### config.mk
export PLATFORM = sky130hd
export DESIGN_NAME = rest_mode_timing_control
export DESIGN_NICKNAME = d
export VERILOG_FILES = /design/src/shared/rest_timing_pkg.sv /design/src/hw/rest_mode_timing_control.sv /design/src/hw/tick_divider.sv
export SDC_FILE = /design/constraint.sdc
export NUM_CORES = 1
export LEC_CHECK = 0
export BUFFER_PORTS_ARGS = -buffer_cell sky130_fd_sc_hd__buf_4
export CORE_ASPECT_RATIO = 2
export CORE_MARGIN = 4
export CORE_UTILIZATION = 58
export DETAILED_ROUTE_END_ITERATION = 8
export PLACE_DENSITY = 0.89
export SLEW_MARGIN = 5
export SYNTH_ARGS = -nofsm -noshare
export SYNTH_HDL_FRONTEND = slang
export SYNTH_SLANG_ARGS = --single-unit
### constraint.sdc
create_clock -name core_clk -period 5.6 [get_ports core_clk]
set_clock_uncertainty 0.15 [all_clocks]
set_input_delay 1.12 -clock core_clk [delete_from_list [all_inputs] [get_ports core_clk]]
set_output_delay 1.12 -clock core_clk [all_outputs]
set_load 0.01 [all_outputs]
### src/shared/rest_timing_pkg.sv
package rest_timing_pkg;

    // Register offsets
    localparam logic [6:0] first_downshift_addr = 7'h10;
    localparam logic [6:0] second_period_addr = 7'h11;
    localparam logic [6:0] second_downshift_addr = 7'h12;
    localparam logic [6:0] third_period_addr = 7'h13;
    localparam logic [6:0] forced_mode_addr = 7'h22;
    localparam logic [6:0] chip_reset_addr = 7'h3a;
    localparam logic [6:0] inverted_rev_addr = 7'h3f;

    // Reset values and the chip reset key
    localparam logic [7:0] first_downshift_rst = 8'h1f;
    localparam logic [7:0] second_period_rst = 8'h09;
    localparam logic [7:0] second_downshift_rst = 8'h2f;
    localparam logic [7:0] third_period_rst = 8'h31;
    localparam logic [7:0] forced_mode_rst = 8'h00;
    localparam logic [7:0] chip_reset_key = 8'h5a;

    // Forced-mode field
    localparam int force_lsb = 4;
    localparam logic [7:0] force_field_mask = 8'h70;

    // Downshift multipliers, as shift amounts
    localparam int run_shift = 3;
    localparam int first_shift = 4;
    localparam int second_shift = 7;

    // Timing: slow clock 10 ms, position period 4 ms, core 100 MHz
    localparam int clk_period_ns = 10;
    localparam int slow_tick_ms = 10;
    localparam int pos_tick_ms = 4;
    localparam int slow_tick_cycles = slow_tick_ms * 1000000 / clk_period_ns;
    localparam int pos_tick_cycles = pos_tick_ms * 1000000 / clk_period_ns;

    typedef enum logic [2:0] {
        st_run = 3'b000,
        st_first_rest_mode = 3'b001,
        st_second_rest_mode = 3'b011,
        st_third_rest_mode = 3'b010,
        st_run2 = 3'b110,
        st_idle = 3'b111
    } power_state_t;

    typedef struct packed {
        logic wr;
        logic rd;
        logic [6:0] addr;
        logic [7:0] wdata;
    } reg_req_t;

endpackage

### src/hw/rest_mode_timing_control.sv
`timescale 1ns/100ps
`default_nettype none
module rest_mode_timing_control #(
    parameter int slow_cycles = rest_timing_pkg::slow_tick_cycles,
    parameter int pos_cycles = rest_timing_pkg::pos_tick_cycles,
    parameter logic [7:0] revision_code = 8'h00 // Arbitrary value
) (
    // Clock and reset
    input wire logic core_clk,
    input wire logic resetn,
    // Register port from serial engine
    input wire rest_timing_pkg::reg_req_t req,
    output logic [7:0] rdata,
    // Settings owned by neighbouring blocks
    input wire logic [7:0] run_downshift_count,
    input wire logic [7:0] first_rest_period,
    // Motion from the navigation core
    input wire logic motion_seen,
    // Status
    output rest_timing_pkg::power_state_t power_state,
    output logic sample_strobe,
    output logic chip_reset_req
);
    ////////////////////////////////////////////////////////////////
    logic [7:0] down1_r, down1_nxt, per2_r, per2_nxt;
    logic [7:0] down2_r, down2_nxt, per3_r, per3_nxt;
    logic [7:0] force_r, force_nxt, rdata_nxt;
    logic chip_reset_nxt;
    logic slow_tick, pos_tick;

    tick_divider #(.count(slow_cycles)) u_slow (
        .core_clk(core_clk),
        .resetn(resetn),
        .tick(slow_tick)
    );
    tick_divider #(.count(pos_cycles)) u_pos (
        .core_clk(core_clk),
        .resetn(resetn),
        .tick(pos_tick)
    );

    always_comb begin
        down1_nxt = down1_r;
        per2_nxt = per2_r;
        down2_nxt = down2_r;
        per3_nxt = per3_r;
        force_nxt = force_r;
        chip_reset_nxt = 1'b0;
        rdata_nxt = rdata;
        // Out-of-mode rewrites take effect at next count reload
        if (req.wr) begin
            if (req.addr == rest_timing_pkg::first_downshift_addr) begin
                down1_nxt = req.wdata;
            end else if (req.addr == rest_timing_pkg::second_period_addr) begin
                per2_nxt = req.wdata;
            end else if (req.addr == rest_timing_pkg::second_downshift_addr)
            begin
                down2_nxt = req.wdata;
            end else if (req.addr == rest_timing_pkg::third_period_addr) begin
                per3_nxt = req.wdata;
            end else if (req.addr == rest_timing_pkg::forced_mode_addr) begin
                force_nxt = req.wdata & rest_timing_pkg::force_field_mask;
            end else if (req.addr == rest_timing_pkg::chip_reset_addr) begin
                chip_reset_nxt = (req.wdata == rest_timing_pkg::chip_reset_key);
            end
        end
        if (req.rd) begin
            if (req.addr == rest_timing_pkg::first_downshift_addr) begin
                rdata_nxt = down1_r;
            end else if (req.addr == rest_timing_pkg::second_period_addr) begin
                rdata_nxt = per2_r;
            end else if (req.addr == rest_timing_pkg::second_downshift_addr)
            begin
                rdata_nxt = down2_r;
            end else if (req.addr == rest_timing_pkg::third_period_addr) begin
                rdata_nxt = per3_r;
            end else if (req.addr == rest_timing_pkg::forced_mode_addr) begin
                rdata_nxt = force_r;
            end else if (req.addr == rest_timing_pkg::inverted_rev_addr) begin
                rdata_nxt = ~revision_code;
            end else begin
                // Write-only and unmapped read as zero
                rdata_nxt = 8'h00;
            end
        end
    end

    // The soft reset reinitialises this block too, two cycles after the key
    always_ff @(posedge core_clk) begin
        if (!resetn || chip_reset_req) begin
            down1_r <= rest_timing_pkg::first_downshift_rst;
            per2_r <= rest_timing_pkg::second_period_rst;
            down2_r <= rest_timing_pkg::second_downshift_rst;
            per3_r <= rest_timing_pkg::third_period_rst;
            force_r <= rest_timing_pkg::forced_mode_rst;
            rdata <= 8'h00;
        end else begin
            down1_r <= down1_nxt;
            per2_r <= per2_nxt;
            down2_r <= down2_nxt;
            per3_r <= per3_nxt;
            force_r <= force_nxt;
            rdata <= rdata_nxt;
        end
    end

    always_ff @(posedge core_clk) begin
        if (!resetn) begin
            chip_reset_req <= 1'b0;
        end else begin
            chip_reset_req <= chip_reset_nxt;
        end
    end

    ////////////////////////////////////////////////////////////////
    // Power-state sequencer
    rest_timing_pkg::power_state_t state_r, state_nxt, auto_nxt;
    logic [7:0] per_cnt_r, per_cnt_nxt;
    logic [15:0] down_cnt_r, down_cnt_nxt;
    logic [2:0] force_code;
    logic [7:0] cur_period;
    logic [15:0] cur_down;
    logic period_done, sample_nxt, tick;

    assign force_code = force_r[rest_timing_pkg::force_lsb +: 3];

    always_comb begin
        cur_period = 8'h00;
        cur_down = 16'h0;
        tick = slow_tick;
        case (state_r)
            rest_timing_pkg::st_first_rest_mode: begin
                cur_period = first_rest_period;
                cur_down = 16'(down1_r) << rest_timing_pkg::first_shift;
            end
            rest_timing_pkg::st_second_rest_mode: begin
                cur_period = per2_r;
                cur_down = 16'(down2_r) << rest_timing_pkg::second_shift;
            end
            rest_timing_pkg::st_third_rest_mode: begin
                cur_period = per3_r;
            end
            default: begin
                tick = pos_tick;
                cur_down = 16'(run_downshift_count) << rest_timing_pkg::run_shift;
            end
        endcase
    end

    assign period_done = tick && (per_cnt_r == cur_period);

    always_comb begin
        auto_nxt = state_r;
        per_cnt_nxt = per_cnt_r;
        down_cnt_nxt = down_cnt_r;
        sample_nxt = period_done;
        if (period_done) begin
            per_cnt_nxt = 8'h00;
            down_cnt_nxt = down_cnt_r + 16'h1;
        end else if (tick) begin
            per_cnt_nxt = per_cnt_r + 8'h1;
        end
        // Motion restarts the downshift wait, else a stale count steps early
        if (motion_seen) begin
            down_cnt_nxt = 16'h0;
        end
        // Each period counts as one sample; downshift counts periods
        if (motion_seen) begin
            auto_nxt = rest_timing_pkg::st_run;
        end else if (period_done && down_cnt_r + 16'h1 >= cur_down) begin
            case (state_r)
                rest_timing_pkg::st_first_rest_mode: auto_nxt = rest_timing_pkg::st_second_rest_mode;
                rest_timing_pkg::st_second_rest_mode: auto_nxt = rest_timing_pkg::st_third_rest_mode;
                rest_timing_pkg::st_third_rest_mode: auto_nxt = rest_timing_pkg::st_third_rest_mode;
                default: auto_nxt = rest_timing_pkg::st_first_rest_mode;
            endcase
        end
        case (force_code)
            3'd1: state_nxt = rest_timing_pkg::st_first_rest_mode;
            3'd2: state_nxt = rest_timing_pkg::st_second_rest_mode;
            3'd3: state_nxt = rest_timing_pkg::st_third_rest_mode;
            3'd4: state_nxt = rest_timing_pkg::st_run;
            3'd5: state_nxt = rest_timing_pkg::st_run2;
            3'd6: state_nxt = rest_timing_pkg::st_idle;
            default: state_nxt = auto_nxt;
        endcase
        if (state_nxt != state_r) begin
            per_cnt_nxt = 8'h00;
            down_cnt_nxt = 16'h0;
        end
    end

    always_ff @(posedge core_clk) begin
        if (!resetn || chip_reset_req) begin
            state_r <= rest_timing_pkg::st_run;
            per_cnt_r <= 8'h00;
            down_cnt_r <= 16'h0;
            sample_strobe <= 1'b0;
        end else begin
            state_r <= state_nxt;
            per_cnt_r <= per_cnt_nxt;
            down_cnt_r <= down_cnt_nxt;
            sample_strobe <= sample_nxt;
        end
    end

    assign power_state = state_r;

    ////////////////////////////////////////////////////////////////
    property p_reset_key;
        @(posedge core_clk) disable iff (!resetn)
        (req.wr && req.addr == rest_timing_pkg::chip_reset_addr
            && req.wdata == rest_timing_pkg::chip_reset_key)
        |=> chip_reset_req ##1 (force_r == 8'h00
            && state_r == rest_timing_pkg::st_run);
    endproperty
    a_reset_key: assert property (p_reset_key)
        else $error("chip reset key did not reset");

    property p_no_false_reset;
        @(posedge core_clk) disable iff (!resetn)
        !(req.wr && req.addr == rest_timing_pkg::chip_reset_addr
            && req.wdata == rest_timing_pkg::chip_reset_key) |=> !chip_reset_req;
    endproperty
    a_no_false_reset: assert property (p_no_false_reset)
        else $error("spurious chip reset");

    property p_inv_rev;
        @(posedge core_clk) disable iff (!resetn)
        (req.rd && req.addr == rest_timing_pkg::inverted_rev_addr)
        |=> rdata == ~revision_code;
    endproperty
    a_inv_rev: assert property (p_inv_rev)
        else $error("inverted revision wrong");

    property p_force_rsvd;
        @(posedge core_clk) disable iff (!resetn)
        (force_r & ~rest_timing_pkg::force_field_mask) == 8'h00;
    endproperty
    a_force_rsvd: assert property (p_force_rsvd)
        else $error("reserved forced-mode bits set");

    property p_force_third_rest_mode;
        @(posedge core_clk) disable iff (!resetn || chip_reset_req)
        (force_r[6:4] == 3'd3) |=> state_r == rest_timing_pkg::st_third_rest_mode;
    endproperty
    a_force_third_rest_mode: assert property (p_force_third_rest_mode)
        else $error("forced third rest not entered");

    property p_force_idle;
        @(posedge core_clk) disable iff (!resetn || chip_reset_req)
        (force_r[6:4] == 3'd6) |=> state_r == rest_timing_pkg::st_idle;
    endproperty
    a_force_idle: assert property (p_force_idle)
        else $error("forced idle not entered");

    property p_motion_run;
        @(posedge core_clk) disable iff (!resetn || chip_reset_req)
        (motion_seen && force_code == 3'd0 && force_nxt[6:4] == 3'd0)
        |=> state_r == rest_timing_pkg::st_run;
    endproperty
    a_motion_run: assert property (p_motion_run)
        else $error("motion did not return to run");

    property p_per_bound;
        @(posedge core_clk) disable iff (!resetn)
        state_r == rest_timing_pkg::st_second_rest_mode && $stable(state_r)
        |-> per_cnt_r <= per2_r;
    endproperty
    a_per_bound: assert property (p_per_bound)
        else $error("second rest period overrun");

    property p_step12;
        @(posedge core_clk) disable iff (!resetn || chip_reset_req)
        ($past(state_r) == rest_timing_pkg::st_first_rest_mode
            && state_r == rest_timing_pkg::st_second_rest_mode && force_code == 3'd0)
        |-> $past(down_cnt_r) + 16'h1
            >= 16'(down1_r) << rest_timing_pkg::first_shift;
    endproperty
    a_step12: assert property (p_step12)
        else $error("early first downshift");

    c_second_rest_mode: cover property (@(posedge core_clk)
        state_r == rest_timing_pkg::st_second_rest_mode);
    c_third_rest_mode: cover property (@(posedge core_clk)
        state_r == rest_timing_pkg::st_third_rest_mode);
    c_reset: cover property (@(posedge core_clk) chip_reset_req);
endmodule
`default_nettype wire

### src/hw/tick_divider.sv
`timescale 1ns/100ps
`default_nettype none
module tick_divider #(
    parameter int count = 10
) (
    // Clock and reset
    input wire logic core_clk,
    input wire logic resetn,
    // Tick out
    output logic tick
);
    logic [31:0] cnt_r;
    logic [31:0] cnt_nxt;
    logic tick_nxt;

    always_comb begin
        tick_nxt = 1'b0;
        cnt_nxt = cnt_r + 32'h1;
        if (cnt_r == 32'(count - 1)) begin
            cnt_nxt = 32'h0;
            tick_nxt = 1'b1;
        end
    end

    always_ff @(posedge core_clk) begin
        if (!resetn) begin
            cnt_r <= 32'h0;
            tick <= 1'b0;
        end else begin
            cnt_r <= cnt_nxt;
            tick <= tick_nxt;
        end
    end
endmodule
`default_nettype wire

After elaboration in Yosys (flattened, before gate mapping)
Cells that the tools add are included.
{"block": "word_totals", "regBits": 138, "input_bits": 36, "out_inout_bits": 13}
{"block": "classes", "addsub": 4, "n_lt_le_gt_ge": 1, "eq_ne": 21, "mux": 15, "n_bitwise": 7, "n_reduce_logical": 16}
{"operator": "$add A32 B1 Y32 const B", "n": 2}
{"operator": "$mux W8", "n": 6}
{"operator": "$pmux W15 S3", "n": 1}
{"operator": "$eq A32 B19 Y1 const B", "n": 1}
{"operator": "$eq A32 B20 Y1 const B", "n": 1}
{"operator": "$eq A7 B5 Y1 const B", "n": 4}
{"operator": "$pmux W8 S3", "n": 1}
{"operator": "$eq A7 B6 Y1 const B", "n": 3}
{"operator": "$pmux W3 S6", "n": 1}
{"operator": "$add A16 B1 Y16 const B", "n": 1}
{"operator": "$ge A16 B16 Y1", "n": 1}
{"operator": "$eq A3 B2 Y1 const B", "n": 4}
{"operator": "$eq A3 B3 Y1 const B", "n": 3}
{"operator": "$reduce_or A3 Y1", "n": 3}
{"operator": "$add A8 B1 Y8 const B", "n": 1}
{"operator": "$eq A8 B7 Y1 const B", "n": 1}
{"operator": "$eq A8 B8 Y1", "n": 1}
{"operator": "$reduce_or A8 Y1", "n": 1}
{"operator": "$not A1 Y1", "n": 7}
{"operator": "$eq A3 B1 Y1 const B", "n": 2}
{"operator": "$mux W3", "n": 2}
{"operator": "$reduce_and A6 Y1", "n": 1}
{"operator": "$reduce_or A2 Y1", "n": 3}
{"operator": "$reduce_and A5 Y1", "n": 1}
{"operator": "9 further kinds", "n": 12}

Depth between registers and ports, before layout
{"block": "logic_depth", "depth_word": 10, "ltp_mapped": 17, "mapped_depth_nobuf": 14}

Cells and area by module
Synthesis repeated with hierarchy kept, for this count alone.
{"block": "unflattened", "cells_unflattened": 946, "hier_area_um2": 7597.3}
{"mod": "rest_mode_timing_control", "n_inst": 1, "cells_each": 584, "area_each_um2": 4515.6, "seq_area_each_um2": 1441.4}
{"mod": "tick_divider at u_slow", "n_inst": 1, "cells_each": 181, "area_each_um2": 1545.2, "seq_area_each_um2": 660.6}
{"mod": "tick_divider at u_pos", "n_inst": 1, "cells_each": 181, "area_each_um2": 1536.5, "seq_area_each_um2": 660.6}

Least setup slack after synthesis
No wires, ideal clock.
{"block": "synth_timing", "path_type": "register -> register", "start": "reg down_cnt_r[0]", "end": "reg down_cnt_r[0]", "setup_ns": 0.117, "arrival_time_ns": 3.073, "required_ns": 5.333, "path_slack_ns": 2.260, "path_stages_with_launch": 16, "n_path_buf": 1, "path_cell_list": "dfxtp_1 ha_1 nand3_1 nor2_1 nand3_1 nor3_1 nand3_1 xnor2_1 ha_1 and3_1 o311ai_0 o211ai_1 nand4_2 o21ai_2 buf_2 nor2_1"}
{"block": "synth_between", "elab_chain_len": 8}
{"item": "from (decl)", "line_no": "rest_mode_timing_control.sv:119", "text": "logic [15:0] down_cnt_r, down_cnt_nxt;"}
{"item": "from (signal assigned)", "line_no": "rest_mode_timing_control.sv:202", "text": "down_cnt_r <= down_cnt_nxt;"}
{"item": "$add A16 B1 Y16 *", "line_no": "rest_mode_timing_control.sv:159, rest_mode_timing_control.sv:170"}
{"item": "$ge A16 B16 Y1", "line_no": "rest_mode_timing_control.sv:170", "text": "end else if (period_done && down_cnt_r + 16'h1 >= cur_down) begin"}
{"item": "$logic_and A1 B1 Y1", "line_no": "rest_mode_timing_control.sv:170"}
{"item": "$mux W3", "line_no": "rest_mode_timing_control.sv:170"}
{"item": "$mux W3", "line_no": "rest_mode_timing_control.sv:168", "text": "if (motion_seen) begin"}
{"item": "$pmux W3 S6", "line_no": "rest_mode_timing_control.sv:178", "text": "case (force_code)"}
{"item": "$ne A3 B3 Y1", "line_no": "rest_mode_timing_control.sv:187", "text": "if (state_nxt != state_r) begin"}
{"item": "$reduce_or A3 Y1 (no line)"}
Mark *: on every way between the ends. The rest lies on a longest branch, timed or not.
A chain may end at the register's enable or synchronous reset.

Final worst setup path
{"block": "layout_timing", "start": "reg state_r[0] (netlist: power_state[0])", "end": "reg down_cnt_r[0]"}
{"block": "layout_between", "elab_chain_len": 10}
{"item": "from (decl)", "line_no": "rest_mode_timing_control.sv:117", "text": "rest_timing_pkg::power_state_t state_r, state_nxt, auto_nxt;"}
{"item": "from (signal assigned)", "line_no": "rest_mode_timing_control.sv:195", "text": "state_r <= rest_timing_pkg::st_run;"}
{"item": "from (signal assigned)", "line_no": "rest_mode_timing_control.sv:200", "text": "state_r <= state_nxt;"}
{"item": "branches (longest 10 deep; another with $ge A16 B16 Y1)"}
Several ways; the timed one is not identified.

==> reports/metrics.csv <==
metric,value,unit
mapped cell area,7261,sq um
worst path cell trace,inv_1 > nor3_1 > a221oi_1 > ha_1 > and4_1 > o311ai_0 > o211ai_1 > nand4_2 > o21ai_2 > nor2_1,
CTS tree,built,
DRC errors left,0,
Fin. Hold Viols,0,
Internal,1.716,mW
CP Launch Type,register,
Synth cell types,60,
Worst EP arrival,4.63,ns
Max clock buf depth,2,
area of the multi-input gates,4237,sq um
Sw Share,23.96,%
yosys warns,0,
GRT Residual Overflow,0,
pwr dens,273.6,nW/um^2
Mapped Cells,890,
Slew Limit Fails,0,
Fillers,975,
total power draw,2.257,mW
critical path class,register to register,
largest net degree at the start of global routing,33,
ANT cells,0,
Setup Viol. Count Final,0,
number of enable flip-flop cells after synthesis,0,
Psw,0.5408,mW
Detail Route Antenna Nets,0,
Placer Congestion,0.9114,
clock latency on the worst-skew pair,0.43,ns
Initial Util,59.54,%
achievable frequency,0.2222,GHz
power share of the sequential group,44.1,%
most instantiated cells after synthesis,"dfxtp_1, nor2_1, nand2_1, a21oi_1, nand3_1",
final WL,18930,um
Critical Path End Type,register,
Vias,6669,
combinational share of power,4.4,%
worst-path fanout max,25,
Detailed Route Iter0 Violations,435,
status,"finished, final reports clean",
HPWL Detailed,13290,um
Hold WC Path Type,register to register,
peak supply drop,0.2308,mV
Root Driver,clkbuf_16,
Clock Power Share,51.5,%
r2r setup slk,1.10,ns
Slew @ Worst Pin,1.179,ns
share of synthesized registers carrying an async set or reset,0,%
GRT Overall Usage,26.49,%
fin nets,966,
layout cells sized above 1,11.54,%
RSZ-0062 raised after global routing,false,
Synth Net Count,942,
TNS Setup,0,ns
"Reg clk slew, reported paths",0.07,ns
Post-synth top flop,dfxtp_1,
final period utilization,80.35,%
First-pass DRT Iterations,5,
PostCTS Resize Cnt,0,
number of global-route vias before repair,6516,
Pleak,3.083,nW
final core occ,67.63,%
Final min period,4.500,ns
Top Ports,49,
CP required,5.73,ns
most common cell in the synthesized netlist,dfxtp_1,
Worst path max stage delay,0.93,ns
mean post-synth cell area,8.158,sq um
largest cells by area after synthesis,"dfxtp_1, nor2_1, xor2_1",
Synth top area share,38.05,%
core area,12200,sq um
FF+latch area,2763,sq um
die area,14480,sq um
floorplan row count,57,
post-CTS setup buffers,0,
Port Buf Inserts,48,
Max H-tree Level,4,
largest area contributor in the netlist,dfxtp_1,
Die X,87.12,um
TritonCTS buffer count,17,
initial antenna violation count,0,
"flops & latches, synth",138,
number of clock sinks,138,
"Seq/Total Area, Yosys",38.05,%
synth-to-layout area growth,13.60,%
cell at the slowest stage of the critical path,dfxtp_1,
die height,166.2,um
first-pass GRT wire length,30840,um
hold buffers post-CTS,0,
maxcap violations,0,
Rel. slew slack,21.37,%
drt wl/cell,17.62,um
vias per cell,6.209,
-- path summary, 6_finish.rpt --
check	from	end	depth (start not counted)
max	power_state[0]	down_cnt_r[0]	10
min	u_pos.cnt_r[0]	u_pos.cnt_r[0]	1
max reg2reg	power_state[0]	down_cnt_r[0]	10
min reg2reg	u_pos.cnt_r[0]	u_pos.cnt_r[0]	1
-- cell type report --
| cell class | count | share of cell area [%] |
|---|---|---|
| Clock inverter | 14 | 2.078 |
| Sequential cell | 138 | 33.50 |
| Inverter | 19 | 0.8647 |
| Tap cell | 147 | 2.230 |
| Clock buffer | 18 | 5.325 |
| Multi-Input combinational cell | 687 | 51.37 |
| Timing Repair Buffer | 51 | 4.642 |
-- state kept, by name (all words and copies together) (netlist names) --
name            cells
down2_r             8
down_cnt_r         16
u_pos.cnt_r        32
per3_r              8
down1_r             8
u_slow.tick         1
force_r             3
u_pos.tick          1
per2_r              8
sample_strobe       1
u_slow.cnt_r       32
chip_reset_req      1
per_cnt_r           8
power_state         3
rdata               8
-- power by group through the flow --
stage	clock network [mW]	registers (mW)	logic (mW)
final	1.16	0.995	0.0991
after global routing	1.22	0.996	0.108
after CTS	1.17	0.995	0.0974
after detailed placement	0	1.02	0.0958
after global placement	0	1.02	0.0953
after floorplan	0	1.02	0.0501
-- worst max-delay path: cells and delay by family, from the launching register on --
kind                     cells  cell delay, ns
AND/OR/NAND/NOR              4            1.29
AO/OA/AOI/OAI                4            1.23
flip-flops                   1            0.93
buffers and inverters        1            0.38
adder cells (fa/ha/maj)      1            0.36
-- metrics by stage --
step	instance area, sq um	hold slack [ns]	cells	setup slack, ns
after global routing	8248	0.3337	1074	0.7355
after CTS	8248	0.3111	1074	1.148
after global placement	7637	0.2813	1042	1.403
after detailed placement	7637	0.2943	1042	1.254
final	8248	0.3157	1074	1.100
after floorplan	7261	0.2675	890	2.260
-- cell usage in the layout (no fill, tap or decap), types with 13 or more instances in the layout --
| master | count |
|---|---|
| dfxtp_1 | 138 |
| nor2_1 | 124 |
| nand2_1 | 94 |
| a21oi_1 | 59 |
| buf_4 | 51 |
| nand3_1 | 50 |
| xor2_1 | 44 |
| xnor2_1 | 38 |
| o21ai_0 | 36 |
| mux2i_1 | 27 |
| nand4_1 | 22 |
| inv_1 | 19 |
| and3_1 | 17 |
| clkbuf_16 | 17 |
| or3_1 | 16 |
| ha_1 | 16 |
| mux2_2 | 13 |
| nand2b_1 | 13 |
-- layer usage --
metal | global-route usage (%) | up-vias | share of wire (%)
met4 | 17.10 | 0 | 6.5
met2 | 46.21 | 272 | 52
li1 | - | 3181 | -
met5 | 0 | - | 0
met1 | 26.95 | 3120 | 36
met3 | 6.753 | 96 | 6.2
-- kinds of logic (layout without fill, tap and decap cells) --
group,after synthesis,in the layout,synth area share (%)
adder cells (fa/ha/maj),16,16,2.757
multiplexers,42,42,6.204
XOR/XNOR,82,82,9.891
AND/OR/NAND/NOR,400,400,26.90
buffers and inverters,65,102,3.602
AO/OA/AOI/OAI,147,147,12.60
flip-flops,138,138,38.05
No activity file was read; power rests on OpenSTA's default activity.
